==> config.mk <==
export PLATFORM = sky130hd
export DESIGN_NAME = tgr_timer_gate
export DESIGN_NICKNAME = d
export VERILOG_FILES = /design/src/common/tgr_pkg.sv /design/src/verilog/tgr_timer_gate.sv
export SDC_FILE = /design/constraint.sdc
export NUM_CORES = 1
export LEC_CHECK = 0
export BUFFER_PORTS_ARGS = -buffer_cell sky130_fd_sc_hd__buf_2
export CAP_MARGIN = 20
export CORE_MARGIN = 10
export CORE_UTILIZATION = 56
export CTS_BUF_LIST = sky130_fd_sc_hd__clkbuf_16
export DETAILED_ROUTE_END_ITERATION = 6
export HOLD_SLACK_MARGIN = 0.03
export MAX_ROUTING_LAYER = met4
export PLACE_DENSITY = 0.93
export SYNTH_ARGS = -nofsm -noshare
export SYNTH_HDL_FRONTEND = slang
export SYNTH_SLANG_ARGS = --single-unit
==> constraint.sdc <==
create_clock -name clk -period 2.6 [get_ports clk]
set_input_delay 0.13 -clock clk [delete_from_list [all_inputs] [get_ports clk]]
set_output_delay 0.13 -clock clk [all_outputs]
set_load 0.03 [all_outputs]
==> src/common/tgr_pkg.sv <==
// Package with register map, field positions and shared types for the timer gate.
package tgr_pkg;

    // Register byte offsets on the AXI4-Lite bus.
    localparam logic [7:0] TIMER_CONTROL_OFS = 8'h00;
    localparam logic [7:0] GATE_CONTROL_OFS = 8'h04;
    localparam logic [7:0] COUNT_OFS = 8'h08;
    localparam logic [7:0] CAPTURE_COMPARE_OFS = 8'h0C;
    localparam logic [7:0] IRQ_CONTROL_OFS = 8'h10;
    localparam logic [7:0] PERIPHERAL_ENABLE_OFS = 8'h14;
    localparam logic [7:0] PERIPHERAL_FLAG_OFS = 8'h18;
    localparam logic [7:0] WATCHDOG_CONFIG_OFS = 8'h1C;

    // Timer control fields.
    localparam int TC_RUN = 0;
    localparam int TC_SYNC_BYPASS = 2;
    localparam int TC_CCU_MODE = 8;

    // Gate control fields.
    localparam int GC_SRC_LO = 0;
    localparam int GC_LEVEL = 2;
    localparam int GC_ARMED = 3;
    localparam int GC_SPM = 4;
    localparam int GC_TOGGLE = 5;
    localparam int GC_POL = 6;
    localparam int GC_ENABLE = 7;

    // Interrupt control fields.
    localparam int IC_PERIPH = 6;
    localparam int IC_GLOBAL = 7;

    // Peripheral enable and flag fields.
    localparam int PF_ROLLOVER = 0;
    localparam int PF_GATE = 7;

    // Watchdog configuration fields.
    localparam int WC_ENABLE = 0;
    localparam int WC_PSA = 3;
    localparam int WC_RATE_LO = 0;

    localparam logic [15:0] COUNT_MAX = 16'hFFFF;
    localparam logic [15:0] COUNT_ZERO = 16'h0000;
    localparam logic [15:0] IRQ_VECTOR = 16'h0004;

    localparam logic [1:0] AXI_OKAY = 2'b00;
    localparam logic [1:0] AXI_SLVERR = 2'b10;

    typedef enum logic [1:0] {
        TGR_SRC_PIN = 2'b00,
        TGR_SRC_T8_OVF = 2'b01,
        TGR_SRC_PERIOD = 2'b10,
        TGR_SRC_WDOG = 2'b11
    } tgr_src_t;

    typedef enum logic [1:0] {
        TGR_CCU_OFF = 2'b00,
        TGR_CCU_CAPTURE = 2'b01,
        TGR_CCU_COMPARE = 2'b10
    } tgr_ccu_t;

    // Gate source inputs travel together.
    typedef struct packed {
        logic gate_input;
        logic t8_overflow;
        logic period_match;
        logic wdog_overflow;
    } tgr_sources_t;

    // Watchdog control outputs travel together.
    typedef struct packed {
        logic osc_on;
        logic reset_en;
        logic wake_en;
        logic prescaler_assign;
        logic [2:0] prescaler_rate;
    } tgr_wdog_t;

endpackage

==> src/verilog/tgr_timer_gate.sv <==
// Gate control, rollover and capture/compare time base of a 16-bit timer.
//
// The AXI4-Lite slave port and the address map are this design's own decisions.
`timescale 1ns/1ps
// What this block does
// - Watchdog runs when gated by source 11.
// - Watchdog interval still set by prescaler bits.
// - Gate use never enables watchdog reset/wake.
// - Toggle flop flips on each active gate edge.
// - Toggle flop held clear while toggle off.
// - Armed single pulse counts from next edge.
// - Armed cleared on trailing edge; others ignored.
// - Clearing single-pulse enable clears armed.
// - Toggle plus single pulse opens the gate for one clk cycle.
// - Gate level status readable, always valid.
// - Level falling edge sets gate event flag.
// - Gate event flag works with gate disabled.
// - Count wraps FFFF to 0000, sets rollover.
// - Rollover irq needs run and three enables.
// - Rollover flag sticks until software clears.
// - Sleep counting only asynchronous, wakes on rollover.
// - Wake continues, or vectors when global enabled.
// - Counter mode needs falling edge before rising.
// - Count is capture/compare time base.
// - Source select: pin, overflow, match, watchdog.
// - Gated count increments only while gate active.
module tgr_timer_gate
(
    input wire logic clk, // 125 MHz clock
    input wire logic reset, // Synchronous reset, active high
    input wire logic [7:0] s_axi_awaddr, // Write address
    input wire logic s_axi_awvalid, // Write address valid
    output logic s_axi_awready, // Write address ready
    input wire logic [31:0] s_axi_wdata, // Write data
    input wire logic [3:0] s_axi_wstrb, // Write strobes
    input wire logic s_axi_wvalid, // Write data valid
    output logic s_axi_wready, // Write data ready
    output logic [1:0] s_axi_bresp, // Write response
    output logic s_axi_bvalid, // Write response valid
    input wire logic s_axi_bready, // Write response ready
    input wire logic [7:0] s_axi_araddr, // Read address
    input wire logic s_axi_arvalid, // Read address valid
    output logic s_axi_arready, // Read address ready
    output logic [31:0] s_axi_rdata, // Read data
    output logic [1:0] s_axi_rresp, // Read response
    output logic s_axi_rvalid, // Read data valid
    input wire logic s_axi_rready, // Read data ready
    input wire logic timer_clk, // Selected timer clock, sampled
    input wire tgr_pkg::tgr_sources_t sources, // Gate sources
    input wire logic ccu_capture_event, // Capture trigger pulse
    input wire logic sleeping, // Core is asleep
    output tgr_pkg::tgr_wdog_t wdog, // Watchdog controls
    output logic irq, // Interrupt request level
    output logic wake, // Wake request pulse
    output logic [15:0] wake_vector, // Vector on wake, zero = next
    output logic compare_event // Compare match pulse
);

    logic [8:0] timer_control_q;
    logic [7:0] gate_control_q;
    logic [15:0] count_q;
    logic [15:0] ccr_q;
    logic [7:0] irq_control_q;
    logic [7:0] periph_enable_q;
    logic rollover_flag_q;
    logic gate_event_flag_q;
    logic [7:0] wdog_config_q;
    logic toggle_q;
    logic level_q;
    logic src_q;
    logic clk_q;
    logic fell_seen_q;
    logic pulse_started_q;
    logic [7:0] aw_addr_q;
    logic aw_have_q;
    logic [31:0] w_data_q;
    logic w_have_q;
    logic [3:0] s_axi_wstrb_q;

    function automatic logic w_strb_ok(input logic [3:0] strb);
        w_strb_ok = strb[0];
    endfunction

    logic timer_run;
    logic sync_bypass;
    logic gate_count_enable;
    logic gate_polarity;
    logic gate_toggle_enable;
    logic gate_single_pulse_enable;
    logic gate_pulse_armed;
    tgr_pkg::tgr_src_t gate_source_select;
    tgr_pkg::tgr_ccu_t ccu_mode;
    logic src_sel;
    logic src_rise;
    logic gate_value;
    logic level_fall;
    logic clk_rise;
    logic count_tick;
    logic wrap;
    logic do_write;
    logic wr_count;
    logic wr_gate;
    logic wr_flag;
    logic wr_ccr;
    logic sleep_ok;

    assign timer_run = timer_control_q[tgr_pkg::TC_RUN];
    assign sync_bypass = timer_control_q[tgr_pkg::TC_SYNC_BYPASS];
    assign ccu_mode = tgr_pkg::tgr_ccu_t'(
        timer_control_q[tgr_pkg::TC_CCU_MODE -: 2]);
    assign gate_count_enable = gate_control_q[tgr_pkg::GC_ENABLE];
    assign gate_polarity = gate_control_q[tgr_pkg::GC_POL];
    assign gate_toggle_enable = gate_control_q[tgr_pkg::GC_TOGGLE];
    assign gate_single_pulse_enable = gate_control_q[tgr_pkg::GC_SPM];
    assign gate_pulse_armed = gate_control_q[tgr_pkg::GC_ARMED];
    assign gate_source_select = tgr_pkg::tgr_src_t'(
        gate_control_q[tgr_pkg::GC_SRC_LO +: 2]);

    always_comb
    begin
        case (gate_source_select)
            tgr_pkg::TGR_SRC_PIN: src_sel = sources.gate_input;
            tgr_pkg::TGR_SRC_T8_OVF: src_sel = sources.t8_overflow;
            tgr_pkg::TGR_SRC_PERIOD: src_sel = sources.period_match;
            tgr_pkg::TGR_SRC_WDOG: src_sel = sources.wdog_overflow;
            default: src_sel = 1'b0;
        endcase
    end

    // Polarity applied before the toggle flop so it flips on active edges.
    assign src_rise = (src_sel ^ ~gate_polarity) & ~src_q;

    // Gate value: toggle output or level, then the single-pulse window.
    always_comb
    begin
        gate_value = gate_toggle_enable ? toggle_q
            : (src_sel ^ ~gate_polarity);
        if (gate_single_pulse_enable)
        begin
            gate_value = gate_value & gate_pulse_armed
                & (pulse_started_q | src_rise);
        end
    end

    assign level_fall = level_q & ~gate_value;
    assign clk_rise = timer_clk & ~clk_q & fell_seen_q;
    assign sleep_ok = ~sleeping | sync_bypass;
    assign count_tick = timer_run & clk_rise & sleep_ok
        & (~gate_count_enable | gate_value);
    assign wrap = count_tick & (count_q == tgr_pkg::COUNT_MAX);

    // Bus write decode.
    assign do_write = aw_have_q & w_have_q & ~s_axi_bvalid;
    assign wr_count = do_write & (aw_addr_q == tgr_pkg::COUNT_OFS);
    assign wr_gate = do_write & (aw_addr_q == tgr_pkg::GATE_CONTROL_OFS);
    assign wr_flag = do_write & (aw_addr_q == tgr_pkg::PERIPHERAL_FLAG_OFS);
    assign wr_ccr = do_write & (aw_addr_q == tgr_pkg::CAPTURE_COMPARE_OFS);

    always_ff @(posedge clk)
    begin
        if (reset)
        begin
            aw_have_q <= 1'b0;
            aw_addr_q <= 8'h00;
            w_have_q <= 1'b0;
            w_data_q <= 32'h0000_0000;
            s_axi_awready <= 1'b0;
            s_axi_wready <= 1'b0;
            s_axi_bvalid <= 1'b0;
            s_axi_bresp <= tgr_pkg::AXI_OKAY;
        end
        else
        begin
            s_axi_awready <= ~aw_have_q & ~s_axi_awready & s_axi_awvalid;
            s_axi_wready <= ~w_have_q & ~s_axi_wready & s_axi_wvalid;
            if (s_axi_awvalid & s_axi_awready)
            begin
                aw_have_q <= 1'b1;
                aw_addr_q <= s_axi_awaddr;
            end
            if (s_axi_wvalid & s_axi_wready)
            begin
                w_have_q <= 1'b1;
                w_data_q <= s_axi_wdata;
            end
            if (do_write)
            begin
                s_axi_bvalid <= 1'b1;
                s_axi_bresp <= (aw_addr_q[1:0] == 2'b00
                    && aw_addr_q <= tgr_pkg::WATCHDOG_CONFIG_OFS)
                    ? tgr_pkg::AXI_OKAY : tgr_pkg::AXI_SLVERR;
                aw_have_q <= 1'b0;
                w_have_q <= 1'b0;
            end
            else if (s_axi_bvalid & s_axi_bready)
            begin
                s_axi_bvalid <= 1'b0;
            end
        end
    end

    // Plain configuration registers.
    always_ff @(posedge clk)
    begin
        if (reset)
        begin
            timer_control_q <= 9'h000;
            irq_control_q <= 8'h00;
            periph_enable_q <= 8'h00;
            wdog_config_q <= 8'h00;
        end
        else if (do_write & w_strb_ok(s_axi_wstrb_q))
        begin
            case (aw_addr_q)
                tgr_pkg::TIMER_CONTROL_OFS:
                    timer_control_q <= w_data_q[8:0];
                tgr_pkg::IRQ_CONTROL_OFS:
                    irq_control_q <= w_data_q[7:0];
                tgr_pkg::PERIPHERAL_ENABLE_OFS:
                    periph_enable_q <= w_data_q[7:0];
                tgr_pkg::WATCHDOG_CONFIG_OFS:
                    wdog_config_q <= w_data_q[7:0];
                default:
                    ;
            endcase
        end
    end

    always_ff @(posedge clk)
    begin
        if (reset)
            s_axi_wstrb_q <= 4'h0;
        else if (s_axi_wvalid & s_axi_wready)
            s_axi_wstrb_q <= s_axi_wstrb;
    end

    // Gate control register; level bit is read-only.
    always_ff @(posedge clk)
    begin
        if (reset)
            gate_control_q <= 8'h00;
        else
        begin
            if (wr_gate & w_strb_ok(s_axi_wstrb_q))
            begin
                gate_control_q <= w_data_q[7:0];
                gate_control_q[tgr_pkg::GC_LEVEL] <= level_q;
                if (!w_data_q[tgr_pkg::GC_SPM])
                    gate_control_q[tgr_pkg::GC_ARMED] <= 1'b0;
            end
            else if (gate_single_pulse_enable & gate_pulse_armed
                & pulse_started_q & level_fall)
            begin
                gate_control_q[tgr_pkg::GC_ARMED] <= 1'b0;
            end
            if (!(wr_gate & w_strb_ok(s_axi_wstrb_q)))
                gate_control_q[tgr_pkg::GC_LEVEL] <= gate_value;
        end
    end

    // Toggle flop, single-pulse start marker and edge history.
    always_ff @(posedge clk)
    begin
        if (reset)
        begin
            toggle_q <= 1'b0;
            src_q <= 1'b0;
            level_q <= 1'b0;
            pulse_started_q <= 1'b0;
        end
        else
        begin
            src_q <= src_sel ^ ~gate_polarity;
            level_q <= gate_value;
            if (!gate_toggle_enable)
                toggle_q <= 1'b0;
            else if (src_rise)
                toggle_q <= ~toggle_q;
            if (!(gate_single_pulse_enable & gate_pulse_armed))
                pulse_started_q <= 1'b0;
            else if (gate_value)
                pulse_started_q <= 1'b1;
        end
    end

    // Counter-mode edge qualification.
    always_ff @(posedge clk)
    begin
        if (reset)
        begin
            clk_q <= 1'b1;
            fell_seen_q <= 1'b0;
        end
        else
        begin
            clk_q <= timer_clk;
            if (!timer_run | wr_count)
                fell_seen_q <= 1'b0;
            else if (!timer_clk & clk_q)
                fell_seen_q <= 1'b1;
        end
    end

    // Count pair and capture/compare pair.
    always_ff @(posedge clk)
    begin
        if (reset)
        begin
            count_q <= tgr_pkg::COUNT_ZERO;
            ccr_q <= tgr_pkg::COUNT_ZERO;
            compare_event <= 1'b0;
        end
        else
        begin
            if (wr_count)
                count_q <= w_data_q[15:0];
            else if (count_tick)
                count_q <= count_q + 16'h0001;
            if (wr_ccr)
                ccr_q <= w_data_q[15:0];
            else if (ccu_mode == tgr_pkg::TGR_CCU_CAPTURE & ccu_capture_event)
                ccr_q <= count_q;
            compare_event <= (ccu_mode == tgr_pkg::TGR_CCU_COMPARE)
                & count_tick & (count_q + 16'h0001 == ccr_q);
        end
    end

    // Sticky flags: a hardware set wins over a software clear.
    always_ff @(posedge clk)
    begin
        if (reset)
        begin
            rollover_flag_q <= 1'b0;
            gate_event_flag_q <= 1'b0;
        end
        else
        begin
            if (wrap)
                rollover_flag_q <= 1'b1;
            else if (wr_flag & ~w_data_q[tgr_pkg::PF_ROLLOVER])
                rollover_flag_q <= 1'b0;
            if (level_fall)
                gate_event_flag_q <= 1'b1;
            else if (wr_flag & ~w_data_q[tgr_pkg::PF_GATE])
                gate_event_flag_q <= 1'b0;
        end
    end

    logic periph_on;
    logic roll_pend;
    logic gate_pend;
    assign periph_on = irq_control_q[tgr_pkg::IC_PERIPH];
    assign roll_pend = rollover_flag_q & timer_run
        & periph_enable_q[tgr_pkg::PF_ROLLOVER] & periph_on;
    assign gate_pend = gate_event_flag_q
        & periph_enable_q[tgr_pkg::PF_GATE] & periph_on;

    // Interrupt, wake and watchdog outputs.
    always_ff @(posedge clk)
    begin
        if (reset)
        begin
            irq <= 1'b0;
            wake <= 1'b0;
            wake_vector <= tgr_pkg::COUNT_ZERO;
            wdog <= '0;
        end
        else
        begin
            irq <= (roll_pend | gate_pend)
                & irq_control_q[tgr_pkg::IC_GLOBAL];
            wake <= sleeping & wrap & sync_bypass
                & periph_enable_q[tgr_pkg::PF_ROLLOVER] & periph_on;
            if (sleeping & wrap)
                wake_vector <= irq_control_q[tgr_pkg::IC_GLOBAL]
                    ? tgr_pkg::IRQ_VECTOR : tgr_pkg::COUNT_ZERO;
            wdog.osc_on <= wdog_config_q[tgr_pkg::WC_ENABLE]
                | (gate_count_enable
                & gate_source_select == tgr_pkg::TGR_SRC_WDOG);
            wdog.reset_en <= wdog_config_q[tgr_pkg::WC_ENABLE];
            wdog.wake_en <= wdog_config_q[tgr_pkg::WC_ENABLE];
            wdog.prescaler_assign <= wdog_config_q[tgr_pkg::WC_PSA];
            wdog.prescaler_rate <=
                wdog_config_q[tgr_pkg::WC_RATE_LO +: 3];
        end
    end

    // Read channel.
    always_ff @(posedge clk)
    begin
        if (reset)
        begin
            s_axi_arready <= 1'b0;
            s_axi_rvalid <= 1'b0;
            s_axi_rdata <= 32'h0000_0000;
            s_axi_rresp <= tgr_pkg::AXI_OKAY;
        end
        else
        begin
            s_axi_arready <= ~s_axi_rvalid & ~s_axi_arready & s_axi_arvalid;
            if (s_axi_arvalid & s_axi_arready)
            begin
                s_axi_rvalid <= 1'b1;
                s_axi_rresp <= tgr_pkg::AXI_OKAY;
                s_axi_rdata <= 32'h0000_0000;
                case (s_axi_araddr)
                    tgr_pkg::TIMER_CONTROL_OFS:
                        s_axi_rdata[8:0] <= timer_control_q;
                    tgr_pkg::GATE_CONTROL_OFS:
                        s_axi_rdata[7:0] <= gate_control_q;
                    tgr_pkg::COUNT_OFS:
                        s_axi_rdata[15:0] <= count_q;
                    tgr_pkg::CAPTURE_COMPARE_OFS:
                        s_axi_rdata[15:0] <= ccr_q;
                    tgr_pkg::IRQ_CONTROL_OFS:
                        s_axi_rdata[7:0] <= irq_control_q;
                    tgr_pkg::PERIPHERAL_ENABLE_OFS:
                        s_axi_rdata[7:0] <= periph_enable_q;
                    tgr_pkg::PERIPHERAL_FLAG_OFS:
                    begin
                        s_axi_rdata[tgr_pkg::PF_ROLLOVER] <= rollover_flag_q;
                        s_axi_rdata[tgr_pkg::PF_GATE] <= gate_event_flag_q;
                    end
                    tgr_pkg::WATCHDOG_CONFIG_OFS:
                        s_axi_rdata[7:0] <= wdog_config_q;
                    default:
                        s_axi_rresp <= tgr_pkg::AXI_SLVERR;
                endcase
            end
            else if (s_axi_rvalid & s_axi_rready)
                s_axi_rvalid <= 1'b0;
        end
    end

    a_toggle_held: assert property (@(posedge clk) disable iff (reset)
        !gate_toggle_enable |=> !toggle_q)
        else $error("Toggle flop not held clear.");
    a_spm_clear: assert property (@(posedge clk) disable iff (reset)
        $fell(gate_single_pulse_enable) |-> !gate_pulse_armed)
        else $error("Armed bit survived single-pulse disable.");
    a_roll_wrap: assert property (@(posedge clk) disable iff (reset)
        wrap |=> count_q == tgr_pkg::COUNT_ZERO && rollover_flag_q)
        else $error("Wrap did not zero count and set flag.");
    a_roll_sticky: assert property (@(posedge clk) disable iff (reset)
        rollover_flag_q && !wr_flag |=> rollover_flag_q)
        else $error("Rollover flag dropped by itself.");
    a_gate_fall: assert property (@(posedge clk) disable iff (reset)
        level_fall |=> gate_event_flag_q)
        else $error("Gate level fall did not set event flag.");
    a_irq_needs: assert property (@(posedge clk) disable iff (reset)
        irq |-> $past(irq_control_q[tgr_pkg::IC_GLOBAL]))
        else $error("Interrupt without global enable.");
    a_wdog_on: assert property (@(posedge clk) disable iff (reset)
        gate_count_enable && gate_source_select == tgr_pkg::TGR_SRC_WDOG
        |=> wdog.osc_on)
        else $error("Watchdog oscillator not started.");
    a_hold_gate: assert property (@(posedge clk) disable iff (reset)
        gate_count_enable && !gate_value && !wr_count
        |=> $stable(count_q))
        else $error("Count moved while gate inactive.");

    c_wrap: cover property (@(posedge clk) wrap);
    c_gate_event: cover property (@(posedge clk) level_fall);
    c_single_done: cover property (@(posedge clk)
        $fell(gate_pulse_armed) && gate_single_pulse_enable);

endmodule // tgr_timer_gate

==> impl_metrics.env, run 1 <==
export IMPL_status="complete, but fails checks"
export IMPL_failed_checks="design-rule violations"
export IMPL_critical_path_class="flop to flop"
export IMPL_fin_setup_tns_ps=0
export IMPL_cts_tree="built"
export IMPL_hold_violations=0
export IMPL_max_freq_mhz=415.0
export IMPL_min_delay_start="s_axi_awvalid"
export IMPL_cp_top_family="compound AO/OA/AOI/OAI gates"
export IMPL_rsz0062_at_grt="false"
export IMPL_num_vias=6414
export IMPL_async_flop_share_pct=0
export IMPL_drtIter0Drc=680
export IMPL_start_kind="flop"
export IMPL_swShare_pct=24.42
export IMPL_p_int_w=0.003795
export IMPL_maxSlewViolCount=0
export IMPL_crit_fanout=8
export IMPL_path_cells="xnor2_1 > nor4b_1 > nand4_1 > a2111oi_0 > o2111ai_1 > a2111oi_0"
export IMPL_grt_pass1_vias=6194
export IMPL_cts_buffer_depth=2
export IMPL_crit_arrival_ps=2710
export IMPL_finalWirelength_mm=20.26
export IMPL_yosysWarningCount=0
export IMPL_clk_pin_slew_ps=60
export IMPL_drive_above_1_share_pct=18.50
export IMPL_met3_usage_pct=6.059
export IMPL_syn_avg_cell_area_um2=8.535
export IMPL_grt_use_met1_pct=27.81
export IMPL_fill_cells=949
export IMPL_crit_path_top_delay_cell="dfxtp_1"
export IMPL_crit_buf_inv=0
export IMPL_seq_area_frac_synth_pct=40.24
export IMPL_fin_cells=1087
export IMPL_synth_area_top_cells="dfxtp_1 (40%), mux2i_1 (6.6%), nor2_1 (5.3%)"
export IMPL_num_rows=40
export IMPL_synth_main_ff_cell="dfxtp_1"
export IMPL_seqPwrFrac_pct=44.3
export IMPL_syn_area_um2=6964
export IMPL_crit_top_cell="a2111oi_0"
export IMPL_relSlewSlack_pct=42.86
export IMPL_power_frac_clock_pct=49.1
export IMPL_core_um2=12110
export IMPL_area_growth_pct=19.33
export IMPL_synth_top_area_share_pct=40.24
export IMPL_p_per_area_nw_per_um2=604.1
export IMPL_fin_crit_ps=2410
export IMPL_p_switching_w=0.001226
export IMPL_via_per_inst=5.901
export IMPL_rr_startpoint="count_q[0]"
export IMPL_synth_common_cells="dfxtp_1 (140), nor2_1 (98), nand2_1 (93)"
export IMPL_die_area_um2=17300
export IMPL_htree_levels=4
export IMPL_wl_per_cell_um=18.63
export IMPL_p_leak_nw=3.431
export IMPL_ant_nets=0
export IMPL_first_pass_iters=7
export IMPL_synth_edf_count=0
export IMPL_gp_congestion=1.010
export IMPL_drc_errors=2
export IMPL_synth_seq_cells=140
export IMPL_worst_pin_slew_ps=857.1
export IMPL_io_buffers=80
export IMPL_fin_skew_ps=8.810
export IMPL_antenna_found_initial=0
export IMPL_cts_buffers=17
export IMPL_grt_use_total_pct=23.33
export IMPL_vdd_drop_max_uv=433.2
export IMPL_cp_slowest_stage_delay_ps=530
export IMPL_startpoint="count_q[0]"
export IMPL_hp_class="primary input to flop"
export IMPL_die_height_um=131.5
export IMPL_die_w_um=131.5
export IMPL_insertion_delay_ps=430
export IMPL_initial_core_util_pct=57.50
export IMPL_synth_top_area_cell="dfxtp_1"
export IMPL_power_w=0.005021
export IMPL_overflow=0
export IMPL_antenna_cells=0
export IMPL_layout_nets=973
export IMPL_cp_end_kind="flop"
export IMPL_top_usage_layer="met2"
export IMPL_met2_usage_pct=37.39
export IMPL_fin_crit_sh_pct=92.68
export IMPL_cp_required_ps=2900
export IMPL_synthCells=816
export IMPL_cts_root_buf="clkbuf_16"
export IMPL_place_inst=1025
export IMPL_post_cts_buffers=0
export IMPL_place_hpwl_mm=13.53
export IMPL_pwr_share_comb_pct=6.6
export IMPL_setup_viol=0
export IMPL_drv_cap=0
export IMPL_grt_max_degree=84
export IMPL_yosysMostFrequentCell="dfxtp_1"
export IMPL_grt_pass1_wl_mm=32.53
export IMPL_clock_sinks=140
export IMPL_ioPinCount=133
export IMPL_yosysUniqueCellTypes=66
[logic make-up (layout without fill, tap and decap cells)]
kind of cell	after synthesis	count (layout)	share of synthesized area, %
adder cells (fa/ha/maj)	1	1	0.1796
AO/OA/AOI/OAI	157	157	14.43
buffers and inverters	109	180	7.941
flip-flops	140	140	40.24
XOR/XNOR	34	34	4.384
multiplexers	68	68	12.00
AND/OR/NAND/NOR	306	306	20.77
other	1	33	0.05385
[cells in the final DEF, fill, tap and decap left out, types with 9 or more instances in the layout]
master / n
nand2_1: 93
o21ai_0: 23
clkbuf_16: 17
inv_1: 10
mux2i_1: 46
nor2_1: 98
a21oi_1: 58
buf_4: 29
nand3_1: 32
conb_1: 33
a22oi_1: 14
xnor2_1: 24
a211oi_1: 25
xor2_1: 9
nand3b_1: 10
buf_2: 79
mux4_2: 10
dfxtp_1: 139
mux2_2: 11
nand4_1: 15
dlygate4sd3_1: 30
[metrics by stage]
step                cell area (µm²)  hold WS (ps)  setup WS (ps)  utilization (%)
floorplan                      7084         236.6          206.6                -
global placement               7398         372.7          184.2            61.08
detailed placement             7398         374.2          148.4            61.08
CTS                            8298         37.55          102.8            68.51
global route                   8310         64.50          30.80            68.62
finish                         8310         44.67          190.2            68.62
[power by group through the flow]
stage	clock (W)	sequential, W	combinational, W
after floorplan	0	0.00224	0.000261
after global placement	0	0.00226	0.000281
after detailed placement	0	0.00227	0.000286
after CTS	0.00247	0.00222	0.000322
after global routing	0.00257	0.00223	0.000356
final	0.00247	0.00222	0.000332
[worst reg2reg max path, stage by stage, from the launching register on]
cell and delay [ps]:
dfxtp_1 530, xnor2_1 140, nor4b_1 440, nand4_1 190, a2111oi_0 440, o2111ai_1 180
a2111oi_0 380
[registers in the layout (all words and copies together) (netlist names), 5 cells and up]
name / cells
aw_addr_q: 8
ccr_q: 16
count_q: 16
gate_control_q: 8
irq_control_q: 8
periph_enable_q: 8
s_axi_rdata: 16
timer_control_q: 9
w_data_q: 16
wdog: 5
wdog_config_q: 8
[timing repair]
action,in CTS,in global routing
endpoints found under the hold margin,30,0
setup endpoints to repair,0,2
resized for setup,0,3
hold buffers,30,0
[final cells by class]
cell class / instances / area (µm²) / share of cell area [%]
Multi-Input combinational cell: 599 / 3746 / 45.08
Tap cell: 168 / 210.2 / 2.529
Timing Repair Buffer: 138 / 913.4 / 10.99
Sequential cell: 140 / 2804 / 33.74
Inverter: 10 / 37.54 / 0.4517
Clock inverter: 15 / 173.9 / 2.093
Clock buffer: 17 / 425.4 / 5.119
[metal layers]
| metal | vias up | share of wire [%] |
|---|---|---|
| li1 | 2991 | - |
| met1 | 3001 | 40 |
| met2 | 374 | 47 |
| met3 | 48 | 10 |
| met4 | 0 | 2.7 |
| met5 | - | 0 |
[worst paths after layout]
path               endpoint  slack (ps)  cells after the start
max           compare_event         190                      6
min            aw_addr_q[5]          40                      3
max reg2reg   compare_event         190                      6
min reg2reg  s_axi_rdata[6]         450                      2
(Power assumes the default switching activity.)
==> run 2: changes to the inputs <==
--- a/config.mk
+++ b/config.mk
@@ -7,7 +7,7 @@
 export LEC_CHECK = 0
 export BUFFER_PORTS_ARGS = -buffer_cell sky130_fd_sc_hd__buf_2
 export CAP_MARGIN = 20
-export CORE_MARGIN = 10
+export CORE_MARGIN = 5
 export CORE_UTILIZATION = 56
 export CTS_BUF_LIST = sky130_fd_sc_hd__clkbuf_16
 export DETAILED_ROUTE_END_ITERATION = 6
==> impl_metrics.env, run 2 (synthesis results as in run 1) <==
export IMPL_status="finished clean"
export IMPL_cts_buffer_depth=2
export IMPL_start_kind="flop"
export IMPL_fin_crit_ps=2387
export IMPL_ant_nets=0
export IMPL_rsz0062_at_grt="false"
export IMPL_clock_sinks=140
export IMPL_layout_commonest_cell="dfxtp_1"
export IMPL_core_um2=12110
export IMPL_fin_crit_sh_pct=91.81
export IMPL_worst_pin_slew_ps=846.1
export IMPL_max_freq_mhz=418.9
export IMPL_cts_root_buf="clkbuf_16"
export IMPL_critical_path_class="flop to flop"
export IMPL_die_area_um2=14770
export IMPL_gp_congestion=1.001
export IMPL_grt_pass1_vias=6264
export IMPL_finalWirelength_mm=19.36
export IMPL_cp_end_kind="flop"
export IMPL_crit_path_top_delay_cell="or4_1"
export IMPL_area_growth_pct=18.34
export IMPL_relSlewSlack_pct=43.38
export IMPL_crit_arrival_ps=2720
export IMPL_initial_core_util_pct=57.50
export IMPL_num_vias=6322
export IMPL_via_per_inst=5.795
export IMPL_first_pass_iters=5
export IMPL_cts_buffers=17
export IMPL_grt_max_degree=70
export IMPL_antenna_found_initial=0
export IMPL_die_height_um=121.5
export IMPL_die_w_um=121.5
export IMPL_cp_required_ps=2930
export IMPL_final_cell_mix="dfxtp_1 (140), nor2_1 (98), nand2_1 (93), buf_2 (79), a21oi_1 (58)"
export IMPL_cts_tree="built"
export IMPL_cp_slowest_stage_delay_ps=530
export IMPL_place_hpwl_mm=13.38
export IMPL_vdd_drop_max_uv=520.8
export IMPL_drc_errors=0
export IMPL_antenna_cells=0
export IMPL_setup_viol=0
export IMPL_crit_fanout=7
export IMPL_clk_pin_slew_ps=60
export IMPL_hold_violations=0
export IMPL_insertion_delay_ps=430
export IMPL_drtIter0Drc=676
export IMPL_io_buffers=80
export IMPL_timing_hold_ws_ps=53.30
export IMPL_post_cts_buffers=0
export IMPL_layout_nets=977
export IMPL_p_leak_nw=3.405
export IMPL_wl_per_cell_um=17.74
export IMPL_grt_use_total_pct=27.43
export IMPL_drv_cap=0
export IMPL_grt_pass1_wl_mm=30.94
export IMPL_maxSlewViolCount=0
export IMPL_ioPinCount=133
export IMPL_path_cells="buf_4 > or3b_1 > mux2i_1 > o31a_1 > nand3_4 > or4_1 > a311oi_1"
export IMPL_drive_above_1_share_pct=18.31
export IMPL_fin_skew_ps=7.446
export IMPL_overflow=0
export IMPL_htree_levels=4
export IMPL_fin_setup_tns_ps=0
export IMPL_num_rows=40
export IMPL_p_per_area_nw_per_um2=564.8
export IMPL_hp_class="primary input to flop"
==> run 2: cell types whose count changed in the layout (fill, tap and decap cells not counted), moves of 2 or more <==
cell,delta
a2111oi_1,+2
buf_4,+4
clkinv_2,+3
bufinv_16,-3
clkinv_1,+2
a2111oi_0,-2
==> run 2: path summary, 6_finish.rpt <==
kind	start	endpoint	slack, ps	cells after the start
worst max register to register	gate_control_q[0]	count_q[15]	210	7
worst min register to register	s_axi_rvalid	s_axi_arready	450	1
worst min-delay path	s_axi_awvalid	aw_addr_q[7]	50	3
worst max-delay path	gate_control_q[0]	count_q[15]	210	7
==> run 2: final cells by class <==
type	count	area, µm²
Multi-Input combinational cell	599	3737
Clock buffer	17	425.4
Inverter	10	37.54
Timing Repair Buffer	142	943.4
Tap cell	168	210.2
Sequential cell	140	2803
Clock inverter	15	85.08
Fill cell	977	3870
==> run 2: critical path, delay by kind of cell, from the launching register on <==
kind	cells	cell delay [ps]
muxes	1	250
DFF	1	350
AOI/OAI and AO/OA	2	510
and+or+nand+nor	3	1030
buffers and inverters	1	150
==> run 2: where the power goes <==
group / switching, W / total (W) / internal, W
sequential: 0.0000482 / 0.00222 / 0.00217
combinational: 0.000212 / 0.000329 / 0.000116
clock: 0.000911 / 0.00210 / 0.00119
total: 0.00117 / 0.00465 / 0.00348
==> run 2: layer usage <==
metal | up-vias | part of all wire (%) | GRT usage, %
li1 | 3013 | - | -
met5 | - | 0 | -
met3 | 63 | 9.9 | 6.853
met2 | 318 | 47 | 43.32
met1 | 2928 | 39 | 32.91
met4 | 0 | 3.8 | 13.03
==> run 2: what timing repair did <==
item / in CTS / in global routing
setup endpoints to repair: 0 / 1
resized for setup: 0 / 2
hold buffers: 30 / 0
hold endpoints to repair: 31 / 0
==> run 2: metrics by stage <==
stage	total power (W)	instances	worst slack (ps)	instance area [µm²]	utilization (%)
3_3_place_gp	0.002545	1029	208.5	7428	61.33
2_1_floorplan	0.002503	848	206.6	7084	-
4_1_cts	0.004670	1091	182.0	8239	68.03
5_1_grt	0.004806	1091	46.37	8242	68.05
3_5_place_dp	0.002552	1029	190.5	7428	61.33
6_report	0.004655	1091	213.0	8242	68.05
==> run 3: changes to the inputs <==
--- a/config.mk
+++ b/config.mk
@@ -7,13 +7,17 @@
 export LEC_CHECK = 0
 export BUFFER_PORTS_ARGS = -buffer_cell sky130_fd_sc_hd__buf_2
 export CAP_MARGIN = 20
+export CELL_PAD_IN_SITES_DETAIL_PLACEMENT = 0
+export CELL_PAD_IN_SITES_GLOBAL_PLACEMENT = 1
 export CORE_MARGIN = 5
-export CORE_UTILIZATION = 56
+export CORE_UTILIZATION = 41
 export CTS_BUF_LIST = sky130_fd_sc_hd__clkbuf_16
 export DETAILED_ROUTE_END_ITERATION = 6
+export GPL_TIMING_DRIVEN = 0
 export HOLD_SLACK_MARGIN = 0.03
 export MAX_ROUTING_LAYER = met4
-export PLACE_DENSITY = 0.93
+export PLACE_DENSITY = 0.91
+export REMOVE_ABC_BUFFERS = 1
 export SYNTH_ARGS = -nofsm -noshare
 export SYNTH_HDL_FRONTEND = slang
 export SYNTH_SLANG_ARGS = --single-unit
==> impl_metrics.env, run 3 (synthesis results as in run 1) <==
export IMPL_first_pass_iters=5
export IMPL_htree_levels=4
export IMPL_die_w_um=140.3
export IMPL_cts_root_buf="clkbuf_16"
export IMPL_antenna_found_initial=0
export IMPL_finalWirelength_mm=18.90
export IMPL_core_um2=16640
export IMPL_insertion_delay_ps=430
export IMPL_cts_buffers=17
export IMPL_start_kind="flop"
export IMPL_fin_crit_ps=2501
export IMPL_critical_path_class="flop to flop"
export IMPL_rsz0062_at_grt="true"
export IMPL_gp_congestion=0.9529
export IMPL_die_area_um2=19690
export IMPL_antenna_cells=0
export IMPL_grt_use_met1_pct=26.11
export IMPL_maxSlewViolCount=0
export IMPL_drc_errors=0
export IMPL_timing_final_ws_setup_ps=99.03
export IMPL_fin_crit_sh_pct=96.19
export IMPL_setup_viol=0
export IMPL_top_usage_layer="met2"
export IMPL_initial_core_util_pct=41.85
export IMPL_p_per_area_nw_per_um2=612.5
export IMPL_overflow=0
export IMPL_drive_above_1_share_pct=17.58
export IMPL_io_buffers=80
export IMPL_cts_buffer_depth=2
export IMPL_num_rows=47
export IMPL_hold_violations=0
export IMPL_post_place_ws_ps=-413.5
export IMPL_fin_skew_ps=6.938
export IMPL_status="finished clean"
export IMPL_cts_tree="built"
export IMPL_met2_usage_pct=29.26
export IMPL_clk_pin_slew_ps=60
export IMPL_max_freq_mhz=399.8
export IMPL_grt_use_total_pct=19.70
export IMPL_worst_pin_slew_ps=981.6
export IMPL_ioPinCount=133
export IMPL_grt_pass1_wl_mm=30.32
export IMPL_drtIter0Drc=539
export IMPL_cp_required_ps=2930
export IMPL_layout_commonest_cell="dfxtp_1"
export IMPL_grt_max_degree=75
export IMPL_vdd_drop_max_uv=495.1
export IMPL_num_vias=6105
export IMPL_relSlewSlack_pct=34.32
export IMPL_final_cell_mix="dfxtp_1 (138), nor2_1 (97), nand2_1 (92), buf_2 (79), a21oi_1 (58)"
export IMPL_layout_nets=953
export IMPL_p_leak_nw=3.385
export IMPL_grt_pass1_vias=5681
export IMPL_cp_end_kind="flop"
export IMPL_area_growth_pct=19.76
export IMPL_place_hpwl_mm=12.62
export IMPL_hp_class="primary input to flop"
export IMPL_clock_sinks=140
export IMPL_wl_per_cell_um=16.89
export IMPL_die_height_um=140.3
export IMPL_crit_arrival_ps=2830
export IMPL_via_per_inst=5.456
export IMPL_crit_fanout=9
export IMPL_drv_cap=0
export IMPL_power_w=0.005109
export IMPL_ant_nets=0
export IMPL_met3_usage_pct=5.112
==> run 3: cell count changes in the layout (fill, tap and decap cells not counted), sizes merged <==
cell / delta
clkinv: -3
bufinv: +4
buf: -25
clkbuf: +1
clkinvlp: -1
==> run 3: final cells by class <==
class / instances / area, µm²
Fill cell: 1551 / 8302
Multi-Input combinational cell: 599 / 3790
Sequential cell: 140 / 2808
Timing Repair Buffer: 118 / 808.3
Clock buffer: 17 / 425.4
Tap cell: 220 / 275.3
Clock inverter: 15 / 196.4
Inverter: 10 / 37.54
==> run 3: path summary, 6_finish.rpt <==
path / start / endpoint / slack [ps] / cells after the start
worst max-delay path: gate_control_q[0] / count_q[15] / 100 / 6
worst max register to register: gate_control_q[0] / count_q[15] / 100 / 6
worst min-delay path: s_axi_awvalid / aw_addr_q[4] / 40 / 3
worst min register to register: s_axi_rdata[6] / s_axi_rdata[6] / 450 / 2
==> run 3: metal layers <==
metal  vias up  part of all wire [%]
met5         -                     0
met4         0                   2.0
met3        34                   7.7
met2       223                    45
met1      2891                    45
li1       2957                     -
==> run 3: power breakdown <==
group | internal (W) | switching [W] | total (W)
registers | 0.00217 | 0.0000425 | 0.00222
logic | 0.000117 | 0.000209 | 0.000326
clock network | 0.00160 | 0.000964 | 0.00257
total | 0.00389 | 0.00122 | 0.00511
==> run 3: what timing repair did <==
item / in CTS / in global routing
cloned: 0 / 0
pin swaps: 2 / 2
hold buffers: 30 / 0
endpoints found under the setup margin: 30 / 17
resized for setup: 9 / 8
hold endpoints to repair: 31 / 0
setup buffers: 3 / 0
==> run 3: stage by stage <==
stage	instance area, µm²	TNS [ps]	hold WS, ps	utilization [%]	instances
after floorplan	6569	-4977	199.1	-	749
after global placement	7244	-52870	372.9	43.53	1049
after detailed placement	7331	-4036	377.7	44.05	1053
after CTS	8305	0	33.70	49.91	1118
after global routing	8341	-115.8	54.10	50.12	1119
final	8341	0	40.26	50.12	1119
==> run 3: critical path, cell delays in order, from the launching register on <==
cell,delay [ps]
dfxtp_4,400
mux4_2,550
xor2_2,210
o211ai_4,260
nand3_4,180
or4_1,550
a311oi_1,250
